--- src/msic_defines.vh ---
// constants for the interrupt capability register block
`ifndef MSIC_DEFINES_VH
`define MSIC_DEFINES_VH

// register byte offsets
`define MSIC_OFS_CAP_CTRL    12'h0D0
`define MSIC_OFS_ADDR_LO     12'h0D4
`define MSIC_OFS_ADDR_HI     12'h0D8
`define MSIC_OFS_MSG_DATA    12'h0DC
`define MSIC_OFS_LOCK        12'h0E0
`define MSIC_OFS_IRQ_STATUS  12'h0E4
`define MSIC_OFS_IRQ_MASK    12'h0E8
`define MSIC_OFS_SS_CAP      12'h0F0
`define MSIC_OFS_SS_IDENT    12'h0F4

// fixed identifiers and field values
`define MSIC_CAPABILITY_IDENTIFIER_MSI       8'h05
`define MSIC_CAPABILITY_IDENTIFIER_SS        8'h0D
`define MSIC_PTR_RESET       8'h00
`define MSIC_REQ_COUNT       3'h0
`define MSIC_WIDE_CAPABLE    1'h1
`define MSIC_IDENT_RESET     16'h0000

// field positions
`define MSIC_EN_BIT          16
`define MSIC_GRANT_LO        20
`define MSIC_GRANT_HI        22
`define MSIC_ADDR_LO_BIT     2
`define MSIC_LOCK_BIT        0
`define MSIC_ID_HI           7
`define MSIC_PTR_LO          8
`define MSIC_PTR_HI          15
`define MSIC_REQ_LO          17
`define MSIC_REQ_HI          19
`define MSIC_WIDE_BIT        23

// sticky event bits: sent, dropped while disabled, merged while pending
`define MSIC_EVT_W           3
`define MSIC_EVT_SENT        0
`define MSIC_EVT_DROP        1
`define MSIC_EVT_MERGE       2

`endif

--- src/msic_regs.v ---
// interrupt capability and subsystem identification registers with apb access
//
// The APB interface to the registers was chosen for this implementation.
`timescale 1ns/1ps
`include "msic_defines.vh"

//Contract
// - interrupt capability low byte reads fixed identifier 0x5
// - interrupt chain pointer resets to zero, writable only when unlocked
// - enable bit resets to zero and gates interrupt message generation
// - requested message count is read-only and reads zero
// - granted count treated as one message; only one vector ever issued
// - wide address capable flag reads one, read-only
// - lower address keeps bits 31:2 writable, bits 1:0 read zero
// - non-zero upper address makes the write use a 64-bit address
// - zero upper address makes the write use the 32-bit lower address
// - message payload is 16 writable bits, upper half reads zero
// - subsystem capability reads identifier 0xD, lockable pointer resets zero
// - subsystem vendor code low half, resets zero, writable only unlocked
// - subsystem code high half, lockable, resets zero
module msic_regs #(
    parameter ADDR_W = 12
) (
    // apb clock and reset
    input  wire              pclk,
    input  wire              presetn,
    // apb slave
    input  wire              psel,
    input  wire              penable,
    input  wire              pwrite,
    input  wire [ADDR_W-1:0] paddr,
    input  wire [31:0]       pwdata,
    input  wire [3:0]        pstrb,
    output reg               pready,
    output reg  [31:0]       prdata,
    output reg               pslverr,
    // interrupt source, same clock domain
    input  wire              event_pulse,
    // posted memory write request toward the root port
    output reg               mwr_valid,
    input  wire              mwr_ready,
    output reg  [63:0]       mwr_addr,
    output reg               mwr_wide,
    output reg  [31:0]       mwr_data,
    // level interrupt to local processor
    output reg               irq
);

    // byte-enable merge, used for every writable register
    function [31:0] merge_bytes;
        input [31:0] old_val;
        input [31:0] new_val;
        input [3:0]  strb;
        integer      i;
        begin
            merge_bytes = old_val;
            for (i = 0; i < 4; i = i + 1) begin
                if (strb[i]) begin
                    merge_bytes[8*i +: 8] = new_val[8*i +: 8];
                end
            end
        end
    endfunction

    // write-one-to-clear with set winning over clear
    function [`MSIC_EVT_W-1:0] sticky_next;
        input [`MSIC_EVT_W-1:0] cur;
        input [`MSIC_EVT_W-1:0] clr;
        input [`MSIC_EVT_W-1:0] set;
        begin
            sticky_next = (cur & ~clr) | set;
        end
    endfunction

    // words that answer; anything else gets an error response
    function ofs_mapped;
        input [11:0] ofs;
        begin
            case (ofs)
                `MSIC_OFS_CAP_CTRL,
                `MSIC_OFS_ADDR_LO,
                `MSIC_OFS_ADDR_HI,
                `MSIC_OFS_MSG_DATA,
                `MSIC_OFS_LOCK,
                `MSIC_OFS_IRQ_STATUS,
                `MSIC_OFS_IRQ_MASK,
                `MSIC_OFS_SS_CAP,
                `MSIC_OFS_SS_IDENT: begin
                    ofs_mapped = 1'b1;
                end
                default: begin
                    ofs_mapped = 1'b0;
                end
            endcase
        end
    endfunction

    // stored register fields
    reg  [7:0]              cap_ptr;
    reg                     msg_enable;
    reg  [2:0]              granted_vector_count;
    reg  [29:0]             addr_low;
    reg  [31:0]             upper_target_address;
    reg  [15:0]             message_payload;
    reg  [7:0]              ss_ptr;
    reg  [15:0]             subsystem_vendor_code;
    reg  [15:0]             subsystem_code;
    reg                     write_lock;
    reg  [`MSIC_EVT_W-1:0]  evt_status;
    reg  [`MSIC_EVT_W-1:0]  evt_mask;
    reg  [2:0]              msg_state;
    reg  [2:0]              next_msg_state;

    // decoded bus phases
    wire [11:0]             reg_ofs;
    wire                    access_done;
    wire                    wr_go;
    wire                    mapped;
    reg  [31:0]             rd_value;

    // only the low twelve address bits select a word
    assign reg_ofs     = paddr[11:0];
    assign access_done = psel & penable & pready;
    assign wr_go       = access_done & pwrite;

    // address decode; unmapped words answer with an error
    assign mapped = ofs_mapped(reg_ofs);

    // read data assembly; reserved bits read zero
    always @* begin
        rd_value = 32'h00000000;
        case (reg_ofs)
            `MSIC_OFS_CAP_CTRL: begin
                rd_value[`MSIC_ID_HI:0] = `MSIC_CAPABILITY_IDENTIFIER_MSI;
                rd_value[`MSIC_PTR_HI:`MSIC_PTR_LO] = cap_ptr;
                rd_value[`MSIC_EN_BIT] = msg_enable;
                rd_value[`MSIC_REQ_HI:`MSIC_REQ_LO] = `MSIC_REQ_COUNT;
                rd_value[`MSIC_GRANT_HI:`MSIC_GRANT_LO] = granted_vector_count;
                rd_value[`MSIC_WIDE_BIT] = `MSIC_WIDE_CAPABLE;
            end
            `MSIC_OFS_ADDR_LO: begin
                rd_value[31:`MSIC_ADDR_LO_BIT] = addr_low;
            end
            `MSIC_OFS_ADDR_HI: begin
                rd_value = upper_target_address;
            end
            `MSIC_OFS_MSG_DATA: begin
                rd_value[15:0] = message_payload;
            end
            `MSIC_OFS_LOCK: begin
                rd_value[`MSIC_LOCK_BIT] = write_lock;
            end
            `MSIC_OFS_IRQ_STATUS: begin
                rd_value[`MSIC_EVT_W-1:0] = evt_status;
            end
            `MSIC_OFS_IRQ_MASK: begin
                rd_value[`MSIC_EVT_W-1:0] = evt_mask;
            end
            `MSIC_OFS_SS_CAP: begin
                rd_value[`MSIC_ID_HI:0] = `MSIC_CAPABILITY_IDENTIFIER_SS;
                rd_value[`MSIC_PTR_HI:`MSIC_PTR_LO] = ss_ptr;
            end
            `MSIC_OFS_SS_IDENT: begin
                rd_value[15:0]  = subsystem_vendor_code;
                rd_value[31:16] = subsystem_code;
            end
            default: begin
                rd_value = 32'h00000000;
            end
        endcase
    end

    // one wait state: ready rises in the cycle after the first access cycle, read data captured with it
    always @(posedge pclk or negedge presetn) begin
        if (!presetn) begin
            pready  <= 1'b0;
            prdata  <= 32'h00000000;
            pslverr <= 1'b0;
        end else begin
            // error flag only alongside ready, so it never leaks into the next transfer
            pready <= psel & penable & ~pready;
            if (psel & penable & ~pready) begin
                prdata  <= pwrite ? 32'h00000000 : rd_value;
                pslverr <= ~mapped;
            end else begin
                pslverr <= 1'b0;
            end
        end
    end

    // merged write values, computed once per access
    wire [31:0] wr_cap;
    wire [31:0] wr_lo;
    wire [31:0] wr_hi;
    wire [31:0] wr_msg;
    wire [31:0] wr_ss_cap;
    wire [31:0] wr_ss_id;
    wire [31:0] wr_lock;
    wire [31:0] wr_mask;
    wire [31:0] wr_stat;

    // each write except to the status word merges over the word as it reads back now
    assign wr_cap    = merge_bytes({8'h00, 1'b0, granted_vector_count, 3'h0, msg_enable,
                                    cap_ptr, 8'h00}, pwdata, pstrb);
    assign wr_lo     = merge_bytes({addr_low, 2'b00}, pwdata, pstrb);
    assign wr_hi     = merge_bytes(upper_target_address, pwdata, pstrb);
    assign wr_msg    = merge_bytes({16'h0000, message_payload}, pwdata, pstrb);
    assign wr_ss_cap = merge_bytes({16'h0000, ss_ptr, 8'h00}, pwdata, pstrb);
    assign wr_ss_id  = merge_bytes({subsystem_code, subsystem_vendor_code}, pwdata, pstrb);
    assign wr_lock   = merge_bytes({31'h00000000, write_lock}, pwdata, pstrb);
    assign wr_mask   = merge_bytes({29'h00000000, evt_mask}, pwdata, pstrb);
    // status clear only from bytes actually enabled
    assign wr_stat   = merge_bytes(32'h00000000, pwdata, pstrb);

    // configuration register writes; locked fields ignore software while lock is set
    always @(posedge pclk or negedge presetn) begin
        if (!presetn) begin
            cap_ptr               <= `MSIC_PTR_RESET;
            msg_enable            <= 1'b0;
            granted_vector_count  <= 3'h0;
            addr_low              <= 30'h00000000;
            upper_target_address  <= 32'h00000000;
            message_payload       <= 16'h0000;
            ss_ptr                <= `MSIC_PTR_RESET;
            subsystem_vendor_code <= `MSIC_IDENT_RESET;
            subsystem_code        <= `MSIC_IDENT_RESET;
            write_lock            <= 1'b0;
            evt_mask              <= {`MSIC_EVT_W{1'b0}};
        end else if (wr_go) begin
            case (reg_ofs)
                `MSIC_OFS_CAP_CTRL: begin
                    if (!write_lock) begin
                        cap_ptr <= wr_cap[`MSIC_PTR_HI:`MSIC_PTR_LO];
                    end
                    msg_enable <= wr_cap[`MSIC_EN_BIT];
                    // stored for readback only; hardware still uses a single vector
                    granted_vector_count <= wr_cap[`MSIC_GRANT_HI:`MSIC_GRANT_LO];
                end
                `MSIC_OFS_ADDR_LO: begin
                    addr_low <= wr_lo[31:`MSIC_ADDR_LO_BIT];
                end
                `MSIC_OFS_ADDR_HI: begin
                    upper_target_address <= wr_hi;
                end
                `MSIC_OFS_MSG_DATA: begin
                    message_payload <= wr_msg[15:0];
                end
                `MSIC_OFS_LOCK: begin
                    write_lock <= wr_lock[`MSIC_LOCK_BIT];
                end
                `MSIC_OFS_IRQ_MASK: begin
                    evt_mask <= wr_mask[`MSIC_EVT_W-1:0];
                end
                `MSIC_OFS_SS_CAP: begin
                    if (!write_lock) begin
                        ss_ptr <= wr_ss_cap[`MSIC_PTR_HI:`MSIC_PTR_LO];
                    end
                end
                `MSIC_OFS_SS_IDENT: begin
                    if (!write_lock) begin
                        subsystem_vendor_code <= wr_ss_id[15:0];
                        subsystem_code        <= wr_ss_id[31:16];
                    end
                end
                default: begin
                    cap_ptr <= cap_ptr;
                end
            endcase
        end
    end

    // message issue: one request out and one waiting at most, later events merged
    localparam [2:0] MS_IDLE      = 3'b001;
    localparam [2:0] MS_SEND      = 3'b010;
    localparam [2:0] MS_SEND_PEND = 3'b100;

    wire msg_taken;
    wire issue_now;
    wire evt_accept;
    wire msg_pending;

    assign msg_taken   = mwr_valid & mwr_ready;
    assign evt_accept  = event_pulse & msg_enable;
    assign msg_pending = (msg_state == MS_SEND_PEND);
    // a waiting event launches on the very edge that frees the link
    assign issue_now   = (msg_pending | evt_accept) & (~mwr_valid | msg_taken);

    // next state; a single waiting slot keeps the cost to one flag's worth
    always @* begin
        next_msg_state = msg_state;
        case (msg_state)
            MS_IDLE: begin
                if (evt_accept) begin
                    next_msg_state = MS_SEND;
                end
            end
            MS_SEND: begin
                if (msg_taken) begin
                    next_msg_state = evt_accept ? MS_SEND : MS_IDLE;
                end else if (evt_accept) begin
                    next_msg_state = MS_SEND_PEND;
                end
            end
            MS_SEND_PEND: begin
                // taken with a fresh event: the fresh one refills the waiting slot
                if (msg_taken && !evt_accept) begin
                    next_msg_state = MS_SEND;
                end
            end
            default: begin
                next_msg_state = MS_IDLE;
            end
        endcase
    end

    // message state register
    always @(posedge pclk or negedge presetn) begin
        if (!presetn) begin
            msg_state <= MS_IDLE;
        end else begin
            msg_state <= next_msg_state;
        end
    end

    // posted write request held stable until the link accepts it
    always @(posedge pclk or negedge presetn) begin
        if (!presetn) begin
            mwr_valid <= 1'b0;
            mwr_addr  <= 64'h0000000000000000;
            mwr_wide  <= 1'b0;
            mwr_data  <= 32'h00000000;
        end else if (issue_now) begin
            // fields frozen here; later register writes leave an issued request alone
            mwr_valid <= 1'b1;
            if (|upper_target_address) begin
                mwr_addr <= {upper_target_address, addr_low, 2'b00};
                mwr_wide <= 1'b1;
            end else begin
                mwr_addr <= {32'h00000000, addr_low, 2'b00};
                mwr_wide <= 1'b0;
            end
            // single vector: payload never altered by the granted count
            mwr_data <= {16'h0000, message_payload};
        end else if (msg_taken) begin
            mwr_valid <= 1'b0;
        end
    end

    // sticky event status, interrupt level from next status and mask
    reg  [`MSIC_EVT_W-1:0] evt_set;
    wire [`MSIC_EVT_W-1:0] evt_clr;
    wire [`MSIC_EVT_W-1:0] next_status;

    always @* begin
        evt_set = {`MSIC_EVT_W{1'b0}};
        evt_set[`MSIC_EVT_SENT]  = msg_taken;
        evt_set[`MSIC_EVT_DROP]  = event_pulse & ~msg_enable;
        evt_set[`MSIC_EVT_MERGE] = evt_accept & msg_pending & ~issue_now;
    end

    // software clears only through the status word
    assign evt_clr = (wr_go && reg_ofs == `MSIC_OFS_IRQ_STATUS) ?
                     wr_stat[`MSIC_EVT_W-1:0] : {`MSIC_EVT_W{1'b0}};
    assign next_status = sticky_next(evt_status, evt_clr, evt_set);

    always @(posedge pclk or negedge presetn) begin
        if (!presetn) begin
            evt_status <= {`MSIC_EVT_W{1'b0}};
            irq        <= 1'b0;
        end else begin
            evt_status <= next_status;
            irq        <= |(next_status & evt_mask);
        end
    end

endmodule // msic_regs

--- config.mk ---
export PLATFORM = sky130hd
export DESIGN_NAME = msic_regs
export DESIGN_NICKNAME = d
export VERILOG_FILES = /design/src/msic_regs.v
export VERILOG_INCLUDE_DIRS = /design/src
export SDC_FILE = /design/constraint.sdc
export NUM_CORES = 1
export LEC_CHECK = 0
export BUFFER_PORTS_ARGS = -buffer_cell sky130_fd_sc_hd__buf_4
export CAP_MARGIN = 15
export CORE_UTILIZATION = 38
export DETAILED_ROUTE_END_ITERATION = 8
export GPL_ROUTABILITY_DRIVEN = 0
export HOLD_SLACK_MARGIN = 0.12
export PLACE_DENSITY_LB_ADDON = 0.2
export REMOVE_ABC_BUFFERS = 1
export SYNTH_ARGS = -nofsm -noshare
export SYNTH_HDL_FRONTEND = slang
export SYNTH_SLANG_ARGS = --single-unit
--- constraint.sdc ---
create_clock -name pclk -period 3.1 [get_ports pclk]
set_input_delay 0.93 -clock pclk [delete_from_list [all_inputs] [get_ports pclk]]
set_output_delay 0.93 -clock pclk [all_outputs]
set_load 0.01 [all_outputs]
==> impl_metrics.ini, run 1 <==
[outcome]
status = complete, no violations

[placed_design]
dpl.hpwl_mm = 21.4
port-buffer-count = 169
dp.cells = 1366
postPlaceCellArea_um2 = 13100

[floorplan]
core_area_um2 = 28900
die_y_um = 174
num_rows = 62
initial_utilization = 0.390
io_pins = 188
design.die.area_um2 = 30400
dieWidth_um = 174

[cells_and_area]
multi_input_area_um2 = 4630
final_common_cell = dfrtp_1
final_cells = 1419
fin_area_um2 = 14000
utilization = 0.483
fillCellCount = 2639
regArea_um2 = 6380
nets = 1067
mostFrequentLayoutCells = dfrtp_1, mux2_2, buf_4
layout-drive-gt1-share = 0.485
area_growth_pct = 24.0

[critical_path]
ff2ff_path_depth = 4
regToRegSetupSlack_ns = 1.06
crit_type = input pin to flop
arrival_ns = 2.75
cp-start-kind = input pin
path_max_fanout = 8
cp-end-kind = flop
rr_endpoint = prdata[0]$_DFFE_PN0P_
rr_startpoint = write_lock$_DFFE_PN0P_
required_ns = 3.52

[sta]
fin_tns_setup_ns = 0
setup_violations = 0
hold_violations = 0
period_needed_ns = 2.32
fin_crit_sh = 0.750
hold_ws_ns = 0.388
clock_skew_ns = 0.00988
max-slew-margin-rel = 0.514
worst_pin_slew_ns = 0.710
drv_slew = 0
grt_setup_unrepaired = no
fmax_ghz = 0.430

[power]
power_leakage_nw = 6.95
power_density_nw_per_um2 = 485
irDropWorstVdd_mv = 0.303

[synthesis]
synth_area_leaders = dfrtp_1, mux2_2, buf_4
syn_area_um2 = 11300
synth-seq-area-share = 0.566
syn_inst = 817
synth_flop_cell = dfrtp_1
synth_top_area_frac = 0.564
synth.avg_cell_area_um2 = 13.8
async_flop_share = 1.00
yosys.area.top_type = dfrtp_1
ys_ff_latch = 255
yosys_warnings = 0
synth.distinct_cells = 63
synth_edf_count = 0

[cts]
clkTransAtPathRegs_ns = 0.06
h-tree-depth = 1
clock-sinks = 255
ctsRootBufferMaster = clkbuf_16
clockBufferDepth = 3
clk_latency_ns = 0.54
cts_tree = done
holdBufCountCts = 0
cts_inserted_buffers = 28
cts_setup_buffers = 0
cts_resized = 0

[global_route]
grt_pass1_wl_mm = 46.9
grt.total_usage = 0.200
antenna_found_initial = 2
grt_start_max_net_pins = 81
grt_pass1_vias = 7732
grt-ovfl-total = 0

[route]
vias = 7555
routed_wl_mm = 29.9
drc_errors = 0
antenna_left = 0
drtIter0Drc = 597
wl_per_cell_um = 21.1
detail_route.first_pass.iterations = 8
routed_via_density = 5.32

[job]
max_cap_viol_count = 0

[min_path]
hp-class = input pin to asynchronous set/reset pin
[worst max-delay path, cell delays in order]
cell and delay, ns:
buf_4 0.11, nand4bb_4 0.26, nor4b_2 0.33, nand2_2 0.23, nor3_4 0.48, mux2_2 0.39
[metal layers]
layer | track usage | up-vias | routed length (µm)
met5 | 0 | - | 0
met4 | 0.0512 | 0 | 686
met3 | 0.0352 | 50 | 1710
met2 | 0.319 | 245 | 14100
met1 | 0.282 | 3868 | 13400
li1 | - | 3392 | -
[cells in the mapped netlist, drive strengths merged (7+ instances only)]
cell / number
a21oi: 22
a221oi: 9
a222oi: 16
a22oi: 10
and3: 7
buf: 35
clkbuf: 20
dfrtp: 254
mux2: 218
nand2: 50
nand3: 19
nor2: 25
nor3: 12
nor4: 10
o21ai: 31
[kinds of logic (layout without fill, tap and decap cells)]
group / Yosys count / in the layout / share of synthesized area
compound gates: 117 / 117 / 0.0729
simple gates: 154 / 154 / 0.0937
flops: 255 / 255 / 0.566
mux: 229 / 229 / 0.237
other cells: 1 / 20 / 0.000332
buf+inv: 61 / 260 / 0.0304
[cell type report]
class | instances | area share
flip-flops and latches | 255 | 0.457
multi-input cells | 518 | 0.331
repair buffers | 203 | 0.115
clock buffers | 48 | 0.0599
diodes | 2 | 0.000358
inverters | 6 | 0.00161
clock inverters | 3 | 0.00107
well taps | 384 | 0.0344
[per-stage QoR]
stage,power (W),worst slack (ns)
floorplan,0.00349,-0.287
global placement,0.00374,0.285
detailed placement,0.00374,0.240
CTS,0.00687,0.799
global route,0.00701,0.674
finish,0.00678,0.775
[state kept, by name, summed over array words and instances (netlist names)]
| signal | flops |
|---|---|
| mwr_addr | 62 |
| prdata | 32 |
| upper_target_address | 32 |
| addr_low | 30 |
| message_payload | 16 |
| mwr_data | 16 |
| subsystem_code | 16 |
| subsystem_vendor_code | 16 |
| cap_ptr | 8 |
| ss_ptr | 8 |
| evt_mask | 3 |
| evt_status | 3 |
| granted_vector_count | 3 |
| msg_state | 3 |
| irq | 1 |
| msg_enable | 1 |
| mwr_valid | 1 |
| mwr_wide | 1 |
| pready | 1 |
| pslverr | 1 |
| write_lock | 1 |
[worst max-delay path by stage]
stage | start | end | slack, ns | depth (start not counted)
2_1_floorplan | event_pulse | mwr_addr[10]$_DFFE_PN0N_ | -0.29 | 4
3_3_place_gp | paddr[8] | subsystem_vendor_code[4]$_DFFE_PN0P_ | 0.28 | 6
3_5_place_dp | paddr[8] | subsystem_code[10]$_DFFE_PN0P_ | 0.24 | 6
4_1_cts | paddr[8] | subsystem_code[14]$_DFFE_PN0P_ | 0.80 | 6
5_1_grt | paddr[8] | subsystem_code[10]$_DFFE_PN0P_ | 0.67 | 6
6_report | paddr[8] | subsystem_code[14]$_DFFE_PN0P_ | 0.78 | 6
[where the power goes]
group	total, W	internal [W]	switching (W)
Clock	0.00310	0.00182	0.00129
Combinational	0.000320	0.000112	0.000208
Sequential	0.00335	0.00334	0.0000108
Total	0.00678	0.00527	0.00151
Power figures use the tool's default switching activity.
==> inputs of run 2 (changes only) <==
- clock period: 3.1 -> 2 ns (I/O delays scaled with it)
==> impl_metrics.ini, run 2 (synthesis results as in run 1) <==
[global_route]
grt_pass1_vias = 8005
grt_busiest_layer = met2
use_met2 = 0.330
grt.total_usage = 0.201
grt-ovfl-total = 0
grt_pass1_wl_mm = 47.3
grt_util_met1 = 0.278
grt_start_max_net_pins = 62
gr-usage-met3 = 0.0328
antenna_found_initial = 1

[sta]
setup_violations = 0
period_needed_ns = 1.92
hold_violations = 0
grt_setup_unrepaired = no
max-slew-margin-rel = 0.556
fin_crit_sh = 0.958
worst_pin_slew_ns = 0.659
setup_ws_ns = 0.0838
clock_skew_ns = 0.00843
fmax_ghz = 0.522
drv_slew = 0

[route]
detail_route.first_pass.iterations = 7
wl_per_cell_um = 20.1
routed_wl_mm = 30.1
vias = 7733
antenna_left = 0
drtIter0Drc = 513
routed_via_density = 5.17
drc_errors = 0

[critical_path]
cp-end-kind = flop
cp-start-kind = flop
rr_startpoint = pready$_DFF_PN0_
ff2ff_path_depth = 6
path_max_fanout = 5
required_ns = 2.42
path_cells = and4_1 > buf_4 > nand2_2 > nor4_4 > buf_4 > mux2_2
regToRegSetupSlack_ns = 0.08
cpMostUsedCell = buf_4
arrival_ns = 2.34
crit_type = flop to flop
rr_endpoint = cap_ptr[3]$_DFFE_PN0P_
cp_slowest_cell = dfrtp_1
critPathMaxStageDelay_ns = 0.41

[cts]
cts_tree = done
cts_inserted_buffers = 29
clk_latency_ns = 0.54
clockBufferDepth = 3
clkTransAtPathRegs_ns = 0.06
ctsRootBufferMaster = clkbuf_16
clock-sinks = 255
h-tree-depth = 1

[placed_design]
dpl.hpwl_mm = 22.1
dp_slack_ns = -0.402
port-buffer-count = 169

[floorplan]
core_area_um2 = 28900
initial_utilization = 0.390
io_pins = 188
num_rows = 62
die_y_um = 174
dieWidth_um = 174
design.die.area_um2 = 30400

[power]
irDropWorstVdd_mv = 0.688
power_density_nw_per_um2 = 738
power_leakage_nw = 7.39

[job]
max_cap_viol_count = 0

[cells_and_area]
final_common_cell = buf_4
area_growth_pct = 31.0
mostFrequentLayoutCells = buf_4, dfrtp_1, mux2_2
nets = 1145
fillCellCount = 2567
largest_register_ffs = 62
utilization = 0.510
regMostFlops = mwr_addr
n_antenna_cell = 0
biggestRegsByFlops = mwr_addr x62, prdata x32, upper_target_address x32
layout-drive-gt1-share = 0.531

[min_path]
hold_start = pwdata[23]
whs_endpoint = upper_target_address[23]$_DFFE_PN0P_
hold_depth = 2
hp-class = input pin to flop

[outcome]
status = complete, no violations
## run 2: changes by cell type in the layout (fill, tap and decap cells not counted), sizes merged
cell	change
buf	+76
clkbuf	-10
clkinvlp	+5
clkinv	+4
bufinv	+2
diode	-2
dlygate4sd3	+1
## run 2: critical path: cells and delay by family (launching register included)
| kind | cells | cell delay, ns |
|---|---|---|
| and+or+nand+nor | 3 | 0.69 |
| muxes | 1 | 0.33 |
| buffers and inverters | 2 | 0.36 |
| DFF | 1 | 0.41 |
## run 2: power by group
part           internal [W]  switching (W)
logic              0.000217       0.000331
clock network       0.00306        0.00210
registers           0.00518      0.0000171
## run 2: worst max-delay path by stage
stage / from / endpoint / slack (ns)
finish: pready$_DFF_PN0_ / cap_ptr[3]$_DFFE_PN0P_ / 0.08
floorplan: event_pulse / mwr_addr[10]$_DFFE_PN0N_ / -1.06
CTS: pready$_DFF_PN0_ / cap_ptr[1]$_DFFE_PN0P_ / 0.05
global placement: paddr[3] / prdata[16]$_DFFE_PN0P_ / -0.40
detailed placement: paddr[8] / evt_mask[0]$_DFFE_PN0P_ / -0.40
global route: pready$_DFF_PN0_ / cap_ptr[3]$_DFFE_PN0P_ / 0.004
## run 2: timing repair
item                       4_1_cts  5_1_grt
hold buffers                     1        0
resized for setup                0        2
setup endpoints to repair        0        2
hold endpoints to repair        32        0
setup buffers                    0        0
## run 2: layout make-up
class                      count  area [µm²]  share of cell area
clock inverter                14         136             0.00923
sequential                   255        6380               0.432
multi-input combinational    518        4640               0.314
tap                          384         480              0.0325
clock buffer                  38         800              0.0541
inverter                       6        22.5             0.00152
timing repair buffer         280        2310               0.157
## run 2: metrics by stage
| step | hold WS [ns] | cells | power [W] | setup TNS [ns] | cell area (µm²) |
|---|---|---|---|---|---|
| 6_report | 0.319 | 1495 | 0.0109 | 0 | 14800 |
| 4_1_cts | 0.303 | 1495 | 0.0110 | 0 | 14800 |
| 3_5_place_dp | 0.476 | 1442 | 0.00584 | -54.09 | 13800 |
| 2_1_floorplan | 0.304 | 779 | 0.00541 | -120.79 | 11000 |
| 3_3_place_gp | 0.473 | 1442 | 0.00584 | -51.04 | 13800 |
| 5_1_grt | 0.301 | 1495 | 0.0113 | 0 | 14800 |
## run 2: metal layers
| metal | vias to the layer above | wire length (µm) |
|---|---|---|
| met3 | 50 | 1520 |
| met5 | - | 0 |
| li1 | 3560 | - |
| met1 | 3893 | 13600 |
| met2 | 230 | 14300 |
| met4 | 0 | 662 |
